File: config.mk
export PLATFORM = sky130hd
export DESIGN_NAME = rtc_time_value_window
export DESIGN_NICKNAME = d
export VERILOG_FILES = /design/src/rtl/bcd_digit.v /design/src/rtl/rtc_time_value_window.v
export VERILOG_INCLUDE_DIRS = /design/src /design/src/rtl
export SDC_FILE = /design/constraint.sdc
export NUM_CORES = 1
export LEC_CHECK = 0
export BUFFER_PORTS_ARGS = -buffer_cell sky130_fd_sc_hd__buf_2
export CORE_UTILIZATION = 42
export CTS_BUF_LIST = sky130_fd_sc_hd__clkbuf_16
export CTS_CLUSTER_DIAMETER = 100
export DETAILED_ROUTE_END_ITERATION = 12
export PLACE_DENSITY = 0.71
export SYNTH_ARGS = -nofsm -noshare
export SYNTH_HDL_FRONTEND = slang
export SYNTH_SLANG_ARGS = --single-unit
File: constraint.sdc
create_clock -name pclk -period 7.7 [get_ports pclk]
set_clock_uncertainty 0.15 [all_clocks]
set_input_delay 0.385 -clock pclk [delete_from_list [all_inputs] [get_ports pclk]]
set_output_delay 0.385 -clock pclk [all_outputs]
set_load 0.03 [all_outputs]
File: src/rtl/rtc_window_map.vh
// Purpose: constants of the real-time clock time value window
// Assumes: apb register bus, 32-bit words, pclk at 40 MHz
// Notes: time digits are packed bcd; unused bits read as zero
// Function
// - pointer 01 selects weekday and hours view
// - pointer 00 selects minutes and seconds view
// - weekday in bits 10:8, range 0-6
// - hour tens in bits 5:4, range 0-2
// - hour ones in bits 3:0, range 0-9
// - weekday/hours write needs unlock bit set
// - minute tens in bits 14:12, range 0-5
// - minute ones in bits 11:8, range 0-9
// - second tens in bits 6:4, range 0-5
// - second ones in bits 3:0, range 0-9
`ifndef RTC_WINDOW_MAP_VH
`define RTC_WINDOW_MAP_VH

// ----------------------------------------------------------------
// register byte addresses
// ----------------------------------------------------------------
`define CTRL_ADDR        12'h000
`define VALUE_ADDR       12'h004

// ----------------------------------------------------------------
// control register fields
// ----------------------------------------------------------------
`define CTRL_PTR_LSB     0
`define CTRL_PTR_MSB     1
`define CTRL_UNLOCK_BIT  8
`define CTRL_ENABLE_BIT  15
`define PTR_RESET        2'h0
`define PTR_MIN_SEC      2'h0
`define PTR_WEEKDAY_DIGIT_HOUR    2'h1

// ----------------------------------------------------------------
// digit fields of the two views
// ----------------------------------------------------------------
`define WEEKDAY_DIGIT_MSB         10
`define WEEKDAY_DIGIT_LSB         8
`define HR_TEN_MSB       5
`define HR_TEN_LSB       4
`define HR_ONE_MSB       3
`define HR_ONE_LSB       0
`define MIN_TEN_MSB      14
`define MIN_TEN_LSB      12
`define MIN_ONE_MSB      11
`define MIN_ONE_LSB      8
`define SEC_TEN_MSB      6
`define SEC_TEN_LSB      4
`define SEC_ONE_MSB      3
`define SEC_ONE_LSB      0

// ----------------------------------------------------------------
// timing
// ----------------------------------------------------------------
`define CLK_HZ           40000000
`define TICK_PERIOD_S    1
`define TICK_CYCLES      (`CLK_HZ * `TICK_PERIOD_S)

`endif

File: src/rtl/bcd_digit.v
// Purpose: one bcd digit that counts up to a limit and wraps to zero
// Assumes: load and increment come from the same clock domain
// Notes: no reset on the value, the time starts unknown
`timescale 1ns/1ps

module bcd_digit #(
	parameter W     = 4,          // digit width
	parameter [W-1:0] LIMIT = 9   // highest legal value
) (
	input  wire         pclk,
	input  wire         ce,
	input  wire         load,
	input  wire [W-1:0] load_val,
	input  wire         inc,
	input  wire [W-1:0] wrap_at,
	output wire [W-1:0] value,
	output wire         carry
);

	reg [W-1:0] digit_q;          // held digit

	// carry out when incrementing at the current wrap value
	assign carry = inc && (digit_q == wrap_at);
	assign value = digit_q;

	// ----------------------------------------------------------------
	// digit register: a load from software beats a tick
	// ----------------------------------------------------------------
	always @(posedge pclk)
	begin
		if (ce)
		begin
			if (load)
				// out-of-range writes are clamped so the digit stays legal
				digit_q <= (load_val > LIMIT) ? LIMIT : load_val;
			else if (carry)
				digit_q <= {W{1'b0}};
			else if (inc)
				digit_q <= digit_q + {{(W-1){1'b0}}, 1'b1};
		end
	end

endmodule // bcd_digit

File: src/rtl/rtc_time_value_window.v
// Purpose: apb slave giving a pointer-selected view of the running time
// Assumes: one clock pclk at 40 MHz, ce freezes everything
// Notes: the slave answers with zero wait states; pslverr on unmapped
`timescale 1ns/1ps
`include "rtc_window_map.vh"

module rtc_time_value_window #(
	parameter [31:0] TICK_CYCLES = `TICK_CYCLES  // cycles per one-second tick
) (
	input  wire        pclk,
	input  wire        presetn,
	input  wire        ce,
	input  wire        psel,
	input  wire        penable,
	input  wire        pwrite,
	input  wire [11:0] paddr,
	input  wire [31:0] pwdata,
	input  wire [3:0]  pstrb,
	output reg  [31:0] prdata,
	output reg         pready,
	output reg         pslverr,
	output reg         second_tick
);

	// ----------------------------------------------------------------
	// control state
	// ----------------------------------------------------------------
	reg [1:0]  value_view_pointer_q;   // selects the view
	reg        clock_write_unlock_q;   // allows weekday/hours writes
	reg        run_q;                  // clock runs when set
	reg [31:0] tick_cnt_q;             // prescaler to one second

	// access decode
	wire setup    = psel && !penable;
	wire wr_now   = psel && penable && pwrite && pready;
	wire hit_ctrl = (paddr == `CTRL_ADDR);
	wire hit_val  = (paddr == `VALUE_ADDR);
	// low byte lanes carry the 16-bit value
	wire lo_lane  = pstrb[0];
	wire hi_lane  = pstrb[1];

	wire view_ms  = (value_view_pointer_q == `PTR_MIN_SEC);
	wire view_wh  = (value_view_pointer_q == `PTR_WEEKDAY_DIGIT_HOUR);
	wire wr_val   = wr_now && hit_val;
	wire wr_ms    = wr_val && view_ms;
	wire wr_wh    = wr_val && view_wh && clock_write_unlock_q;

	// ----------------------------------------------------------------
	// one-second prescaler
	// ----------------------------------------------------------------
	wire tick = run_q && (tick_cnt_q == TICK_CYCLES - 32'h0000_0001);

	// counts cycles while running; restarts when stopped
	always @(posedge pclk or negedge presetn)
	begin
		if (!presetn)
			tick_cnt_q <= 32'h0000_0000;
		else if (ce)
		begin
			if (!run_q || tick)
				tick_cnt_q <= 32'h0000_0000;
			else
				tick_cnt_q <= tick_cnt_q + 32'h0000_0001;
		end
	end

	// ----------------------------------------------------------------
	// digit chain
	// ----------------------------------------------------------------
	wire [3:0] sec_one;
	wire [2:0] sec_ten;
	wire [3:0] min_one;
	wire [2:0] min_ten;
	wire [3:0] hr_one;
	wire [1:0] hr_ten;
	wire [2:0] weekday_digit;
	wire       c_s1, c_s10, c_m1, c_m10, c_h1, c_h10;

	// hours wrap at 23, ones digit wraps at 3 when tens is 2
	wire        day_end  = (hr_ten == 2'h2) && (hr_one == 4'h3) && c_m10;
	wire [3:0]  hr1_wrap = (hr_ten == 2'h2) ? 4'h3 : 4'h9;

	bcd_digit #(.W(4), .LIMIT(4'h9)) u_sec_one (
		.pclk(pclk), .ce(ce),
		.load(wr_ms && lo_lane),
		.load_val(pwdata[`SEC_ONE_MSB:`SEC_ONE_LSB]),
		.inc(tick), .wrap_at(4'h9),
		.value(sec_one), .carry(c_s1)
	);
	bcd_digit #(.W(3), .LIMIT(3'h5)) u_sec_ten (
		.pclk(pclk), .ce(ce),
		.load(wr_ms && lo_lane),
		.load_val(pwdata[`SEC_TEN_MSB:`SEC_TEN_LSB]),
		.inc(c_s1), .wrap_at(3'h5),
		.value(sec_ten), .carry(c_s10)
	);
	bcd_digit #(.W(4), .LIMIT(4'h9)) u_min_one (
		.pclk(pclk), .ce(ce),
		.load(wr_ms && hi_lane),
		.load_val(pwdata[`MIN_ONE_MSB:`MIN_ONE_LSB]),
		.inc(c_s10), .wrap_at(4'h9),
		.value(min_one), .carry(c_m1)
	);
	bcd_digit #(.W(3), .LIMIT(3'h5)) u_min_ten (
		.pclk(pclk), .ce(ce),
		.load(wr_ms && hi_lane),
		.load_val(pwdata[`MIN_TEN_MSB:`MIN_TEN_LSB]),
		.inc(c_m1), .wrap_at(3'h5),
		.value(min_ten), .carry(c_m10)
	);
	// hour ones, 0-9; carry at 9 or at 23
	bcd_digit #(.W(4), .LIMIT(4'h9)) u_hr_one (
		.pclk(pclk), .ce(ce),
		.load(wr_wh && lo_lane),
		.load_val(pwdata[`HR_ONE_MSB:`HR_ONE_LSB]),
		.inc(c_m10), .wrap_at(hr1_wrap),
		.value(hr_one), .carry(c_h1)
	);
	bcd_digit #(.W(2), .LIMIT(2'h2)) u_hr_ten (
		.pclk(pclk), .ce(ce),
		.load(wr_wh && lo_lane),
		.load_val(pwdata[`HR_TEN_MSB:`HR_TEN_LSB]),
		.inc(c_h1), .wrap_at(2'h2),
		.value(hr_ten), .carry(c_h10)
	);
	bcd_digit #(.W(3), .LIMIT(3'h6)) u_weekday_digit (
		.pclk(pclk), .ce(ce),
		.load(wr_wh && hi_lane),
		.load_val(pwdata[`WEEKDAY_DIGIT_MSB:`WEEKDAY_DIGIT_LSB]),
		.inc(day_end), .wrap_at(3'h6),
		.value(weekday_digit), .carry()
	);

	// ----------------------------------------------------------------
	// control register
	// ----------------------------------------------------------------
	// pointer, unlock and run bits written by software
	always @(posedge pclk or negedge presetn)
	begin
		if (!presetn)
		begin
			value_view_pointer_q <= `PTR_RESET;
			clock_write_unlock_q <= 1'b0;
			run_q                <= 1'b0;
		end
		else if (ce && wr_now && hit_ctrl)
		begin
			if (lo_lane)
				value_view_pointer_q <= pwdata[`CTRL_PTR_MSB:`CTRL_PTR_LSB];
			if (hi_lane)
			begin
				clock_write_unlock_q <= pwdata[`CTRL_UNLOCK_BIT];
				run_q                <= pwdata[`CTRL_ENABLE_BIT];
			end
		end
	end

	// ----------------------------------------------------------------
	// read mux
	// ----------------------------------------------------------------
	reg [31:0] rd_mux;
	always @*
	begin
		rd_mux = 32'h0000_0000;
		if (hit_ctrl)
		begin
			rd_mux[`CTRL_PTR_MSB:`CTRL_PTR_LSB] = value_view_pointer_q;
			rd_mux[`CTRL_UNLOCK_BIT]           = clock_write_unlock_q;
			rd_mux[`CTRL_ENABLE_BIT]           = run_q;
		end
		else if (hit_val && view_wh)
		begin
			rd_mux[`WEEKDAY_DIGIT_MSB:`WEEKDAY_DIGIT_LSB]     = weekday_digit;
			rd_mux[`HR_TEN_MSB:`HR_TEN_LSB] = hr_ten;
			rd_mux[`HR_ONE_MSB:`HR_ONE_LSB] = hr_one;
		end
		else if (hit_val && view_ms)
		begin
			rd_mux[`MIN_TEN_MSB:`MIN_TEN_LSB] = min_ten;
			rd_mux[`MIN_ONE_MSB:`MIN_ONE_LSB] = min_one;
			rd_mux[`SEC_TEN_MSB:`SEC_TEN_LSB] = sec_ten;
			rd_mux[`SEC_ONE_MSB:`SEC_ONE_LSB] = sec_one;
		end
	end

	// ----------------------------------------------------------------
	// apb answer: ready in the first access cycle
	// ----------------------------------------------------------------
	// registered so every output comes from a flip-flop
	always @(posedge pclk or negedge presetn)
	begin
		if (!presetn)
		begin
			prdata      <= 32'h0000_0000;
			pready      <= 1'b0;
			pslverr     <= 1'b0;
			second_tick <= 1'b0;
		end
		else if (ce)
		begin
			second_tick <= tick;
			pready      <= setup;
			pslverr     <= setup && !(hit_ctrl || hit_val);
			if (setup && !pwrite)
				prdata <= rd_mux;
		end
	end

endmodule // rtc_time_value_window

==> impl_metrics.py, run 1 <==
metrics = {
    "detailed_routing": {
        "drc": 0,
        "viasPerCell": 5.44,
        "drt.antenna.violating_nets": 0,
        "wirelength_um": 10200,
        "drtPass1Iterations": 4,
        "drt_iter0_markers": 129,
        "vias": 3479,
        "avgRoutedWirePerCell_um": 16.0,
    },
    "sta": {
        "maxSlewViolCount": 0,
        "slew_headroom": 0.279,
        "setup_tns_ns": 0,
        "timing.hold.ws_ns": 0.124,
        "finalHoldViolCount": 0,
        "setup_viol": 0,
        "max_freq_mhz": 348,
        "rsz0062_at_grt": "false",
        "min_period_over_period": 0.373,
        "tightestPinTransition_ns": 1.08,
        "min_period_ns": 2.87,
    },
    "outcome": {
        "outcome": "finished clean",
    },
    "die": {
        "start_util": 0.434,
        "die_h_um": 105,
        "fp.dieW_um": 105,
        "die_area_um2": 11100,
        "design.core.area_um2": 10300,
        "rows": 37,
        "io_pins": 89,
    },
    "grt": {
        "grt_pass1_wl_um": 16800,
        "antenna_found_initial": 0,
        "grt_pass1_vias": 3376,
        "grt_util_all_layers": 0.194,
        "grt_max_degree": 31,
        "busiest_layer": "met2",
        "use_met2": 0.320,
        "groute.layer.met3.usage": 0.0340,
        "gr-total-overflow": 0,
        "use_met1": 0.258,
    },
    "pwr": {
        "powerDensity_nw_per_um2": 182,
        "p_leak_nw": 2.29,
        "vdd_ir_drop_max_mv": 0.0848,
    },
    "worst_setup_path": {
        "cp-end-kind": "flip-flop",
        "start_kind": "flip-flop",
        "cp.arrival_ns": 2.72,
        "r2r_start": "tick_cnt_q[27]",
        "rrSetupSlack_ns": 4.83,
        "crit_type": "reg2reg",
        "critPathLaunch": "tick_cnt_q[27]",
        "cp.required_ns": 7.54,
        "crit_fanout": 5,
    },
    "clock_tree": {
        "tritoncts": "done",
        "cts_resized": 0,
        "cts.sinks": 77,
        "clock-root-buffer": "clkbuf_16",
        "htree_num_levels": 3,
        "cts_buffers": 9,
        "clock_path_buffers": 2,
        "clkLatencyLatePin_ns": 0.34,
        "path_clk_slew_ns": 0.06,
    },
    "synth": {
        "synth.area.top_cells": "dfrtp_1 (30%), edfxtp_1 (15%), xor2_1 (6.1%)",
        "synth_flop_cell": "dfrtp_1",
        "yosys_warnings": 0,
        "synth_cell_types": 62,
        "netlist_area_um2": 4480,
        "synth_top_area_share": 0.302,
        "ys_seq_area_frac": 0.456,
        "synth_edf_count": 23,
        "synth-seq-cells": 77,
        "synth_top_area_cell": "dfrtp_1",
        "avgSynthCellArea_um2": 10.0,
        "async_reset_ff_frac": 0.701,
        "syn-instance-count": 447,
    },
    "placement": {
        "io_buffers": 52,
        "hpwlAfterDp_um": 7640,
        "globalplace.congestion": 0.808,
    },
    "layout": {
        "final_nets": 565,
        "final_util": 0.489,
        "area_growth_pct": 12.8,
        "diodes": 0,
        "layout-drive-gt1-share": 0.187,
    },
    "run": {
        "maxCapViolations": 0,
    },
    "worst_hold_path": {
        "min_from": "pwdata[15]",
        "holdCritPathClass": "in2reg",
    },
}
## power by group
| group | internal (W) | switching, W |
|---|---|---|
| Sequential | 0.000434 | 0.0000171 |
| Clock | 0.000216 | 0.000170 |
| Combinational | 0.0000270 | 0.0000525 |
## registers in the layout, summed over array words and instances, names as in the netlist
signal / count
tick_cnt_q: 32
prdata: 15
u_hr_one.value: 4
u_min_one.value: 4
u_sec_one.value: 4
u_min_ten.value: 3
u_sec_ten.value: 3
u_weekday_digit.value: 3
u_hr_ten.value: 2
value_view_pointer_q: 2
clock_write_unlock_q: 1
pready: 1
pslverr: 1
run_q: 1
second_tick: 1
## final timing paths
check | to | cells past startpoint
max | u_hr_one.value[2] | 5
min | run_q | 3
max reg2reg | u_hr_one.value[2] | 5
min reg2reg | prdata[4] | 2
max in group asynchronous | tick_cnt_q[28] | 3
min in group asynchronous | prdata[5] | 2
## area by class of cell
type / instances / area, um^2
fillers: 941 / 5270
multi-input cells: 338 / 2220
flip-flops and latches: 77 / 2040
repair buffers: 54 / 278
clock buffers: 9 / 225
well taps: 136 / 170
inverters: 19 / 71.3
clock inverters: 7 / 43.8
## repair_timing
action / in CTS / in global routing
hold buffers: 1 / 0
buffers inserted: 0 / 0
hold endpoints to repair: 24 / 0
## cell families (layout without fill, tap and decap cells)
kind of cell / count (synthesis) / count (layout) / synth area share
compound gates: 67 / 67 / 0.105
xor+xnor: 39 / 39 / 0.0763
fa+ha+maj: 12 / 12 / 0.0335
buf+inv: 48 / 89 / 0.0615
flops: 77 / 77 / 0.456
mux: 14 / 14 / 0.0316
other cells: 1 / 17 / 0.000837
simple gates: 189 / 189 / 0.236
## critical path, cell delays in order (launching register included)
cell,delay [ns]
dfrtp_1,0.42
or4_1,0.60
nor4_2,0.52
and3b_2,0.34
nand2_2,0.11
a21boi_1,0.40
## metrics by stage
stage                     cell area, um^2  setup WS [ns]  power (W)  cells
after detailed placement             4770           4.55   0.000537    623
after global placement               4770           4.61   0.000534    623
after global routing                 5050           4.63   0.000950    640
after CTS                            5050           4.80   0.000923    640
after floorplan                      4540           5.17   0.000513    463
final                                5050           4.83   0.000917    640
## cells in the final DEF (no fill, tap or decap), drive strengths merged, types with 9 or more instances in the layout
cell type  count
nand2         38
xor2          31
mux2i         13
nand3         25
o21ai         27
edfxtp        23
nor2          50
ha            12
conb          17
o22ai         11
dfrtp         54
inv           20
buf           53
clkbuf         9
nand4         20
## metal layers
metal,vias to the layer above,routed length [um]
met5,-,0
met4,0,139
met3,13,509
met2,113,4850
met1,1685,4710
li1,1668,-
## synthesized netlist by cell type (all sizes together) (5+ instances only)
master  instances
dfrtp          54
nor2           50
nand2          38
xor2           31
o21ai          27
nand3          25
buf            23
edfxtp         23
nand4          20
inv            19
mux2i          13
ha             12
o22ai          11
a22o            8
xnor2           8
nand2b          7
nor3            7
nor4            7
clkbuf          6
and2            5
and3            5
Note: power is estimated with default switching activity, not from simulation.
==> run 2: changes to the inputs <==
--- a/config.mk
+++ b/config.mk
@@ -11,7 +11,7 @@
 export CTS_BUF_LIST = sky130_fd_sc_hd__clkbuf_16
 export CTS_CLUSTER_DIAMETER = 100
 export DETAILED_ROUTE_END_ITERATION = 12
-export PLACE_DENSITY = 0.71
+export PLACE_DENSITY = 0.73
 export SYNTH_ARGS = -nofsm -noshare
 export SYNTH_HDL_FRONTEND = slang
 export SYNTH_SLANG_ARGS = --single-unit
==> constraint.sdc (replaced) <==
create_clock -name pclk -period 2.35 [get_ports pclk]
set_clock_uncertainty 0.15 [all_clocks]
set_input_delay 0.1175 -clock pclk [delete_from_list [all_inputs] [get_ports pclk]]
set_output_delay 0.1175 -clock pclk [all_outputs]
set_load 0.03 [all_outputs]
==> impl_metrics.py, run 2 (synthesis gave the netlist of run 1 again) <==
metrics = {
    "clock_tree": {
        "htree_num_levels": 3,
        "clkLatencyLatePin_ns": 0.34,
        "cts.sinks": 77,
        "tritoncts": "done",
        "clock-root-buffer": "clkbuf_16",
        "cts_buffers": 9,
        "clock_path_buffers": 2,
        "path_clk_slew_ns": 0.06,
    },
    "layout": {
        "final_util": 0.571,
        "largest_reg_flops": 32,
        "final_nets": 635,
        "multiInputGateArea_um2": 2420,
        "area_growth_pct": 31.6,
        "top_register": "tick_cnt_q",
        "final-seq-area_um2": 2040,
        "final_common_cell": "dfrtp_1",
        "fillers": 876,
        "mostFrequentLayoutCells": "dfrtp_1 (54), buf_2 (52), buf_4 (52)",
        "diodes": 0,
        "top_regs": "tick_cnt_q: 32 flops, prdata: 15 flops",
        "instances_no_fill": 710,
        "layout-drive-gt1-share": 0.308,
    },
    "worst_setup_path": {
        "rr_worst_depth": 6,
        "start_kind": "flip-flop",
        "rrSetupSlack_ns": -0.02,
        "cp-end-kind": "flip-flop",
        "r2r_start": "tick_cnt_q[13]",
        "crit_fanout": 4,
        "cp.arrival_ns": 2.26,
        "reg2reg_to": "u_hr_one.value[0]",
        "crit_type": "reg2reg",
        "cp.required_ns": 2.23,
    },
    "die": {
        "die_area_um2": 11100,
        "rows": 37,
        "io_pins": 89,
        "die_h_um": 105,
        "design.core.area_um2": 10300,
        "start_util": 0.434,
        "fp.dieW_um": 105,
    },
    "detailed_routing": {
        "wirelength_um": 11500,
        "vias": 3838,
        "drc": 0,
        "avgRoutedWirePerCell_um": 16.1,
        "drt.antenna.violating_nets": 0,
        "viasPerCell": 5.41,
        "drt_iter0_markers": 148,
        "drtPass1Iterations": 4,
    },
    "grt": {
        "antenna_found_initial": 0,
        "gr-total-overflow": 0,
        "use_met1": 0.258,
        "grt_pass1_wl_um": 18300,
        "grt_util_all_layers": 0.209,
        "use_met2": 0.357,
        "busiest_layer": "met2",
        "groute.layer.met3.usage": 0.0427,
        "grt_pass1_vias": 3876,
        "grt_max_degree": 46,
    },
    "sta": {
        "maxSlewViolCount": 0,
        "setup_ws_ns": -0.0222,
        "min_period_over_period": 1.01,
        "rsz0062_at_grt": "true",
        "setup_viol": 15,
        "tightestPinTransition_ns": 0.608,
        "min_period_ns": 2.37,
        "slew_headroom": 0.595,
        "setup_tns_ns": -0.157,
        "timing.hold.ws_ns": 0.0174,
        "finalHoldViolCount": 0,
        "max_freq_mhz": 422,
    },
    "pwr": {
        "powerDensity_nw_per_um2": 553,
        "vdd_ir_drop_max_mv": 0.403,
        "p_leak_nw": 2.69,
    },
    "worst_hold_path": {
        "min_from": "pwdata[13]",
        "hold_path_end": "u_min_ten.value[0]",
        "holdCritPathClass": "in2reg",
        "hold_depth": 3,
    },
    "outcome": {
        "violations": "setup timing",
        "outcome": "finished with violations",
    },
    "placement": {
        "pre_cts_slack_ns": -0.0822,
        "globalplace.congestion": 0.884,
        "hpwlAfterDp_um": 8140,
        "io_buffers": 52,
        "dp.cells": 674,
    },
    "run": {
        "maxCapViolations": 0,
    },
}
-- run 2: changes by cell type in the layout (fill, tap and decap cells not counted), sizes merged --
cell         change
inv              +1
clkbuf           +2
clkinv           -3
dlygate4sd3     +14
bufinv           +1
buf             +55
-- run 2: per-stage QoR --
step                      cell area, um^2  total power [W]
after floorplan                      4550          0.00168
after global placement               5180          0.00177
after detailed placement             5180          0.00179
after CTS                            5680          0.00325
after global routing                 5890          0.00337
final                                5890          0.00326
-- run 2: where the power goes --
part,switching (W),internal (W)
sequential,0.0000531,0.00142
clock,0.000559,0.000882
combinational,0.000201,0.000142
total,0.000813,0.00245
-- run 2: area by class of cell --
class | instances | share of cell area
flip-flops and latches | 77 | 0.347
clock buffers | 10 | 0.0425
repair buffers | 124 | 0.149
clock inverters | 6 | 0.0102
well taps | 136 | 0.0289
inverters | 19 | 0.0121
multi-input cells | 338 | 0.410
-- run 2: routing by layer --
metal / up-vias / wire, um
met5: - / 0
met4: 0 / 212
met3: 22 / 526
li1: 1803 / -
met2: 121 / 5780
met1: 1892 / 4940
-- run 2: what timing repair did --
| item | CTS | global route |
|---|---|---|
| buffers inserted | 1 | 2 |
| hold buffers | 15 | 0 |
| resized for setup | 5 | 40 |
| cloned | 0 | 2 |
| pin swaps | 5 | 18 |
| endpoints found under the setup margin | 30 | 60 |
| hold endpoints to repair | 66 | 0 |
-- run 2: critical path, cell delays in order (launching register included) --
cell      delay (ns)
dfrtp_1         0.38
or4b_4          0.55
nor4_4          0.28
buf_6           0.17
and3b_2         0.25
nand2_4         0.09
a21boi_4        0.20
-- run 2: worst max path at each step --
stage                     slack (ns)          startpoint  cells after the start                  endpoint
after detailed placement       -0.08      tick_cnt_q[19]                      6         u_hr_one.value[3]
final                          -0.02      tick_cnt_q[13]                      6         u_hr_one.value[0]
after CTS                     -0.007      tick_cnt_q[13]                      6         u_hr_one.value[0]
after floorplan                -0.04      tick_cnt_q[19]                      5         u_hr_one.value[0]
after global placement         -0.05  u_sec_one.value[1]                      8  u_weekday_digit.value[1]
after global routing           -0.09      tick_cnt_q[28]                      7             tick_cnt_q[2]
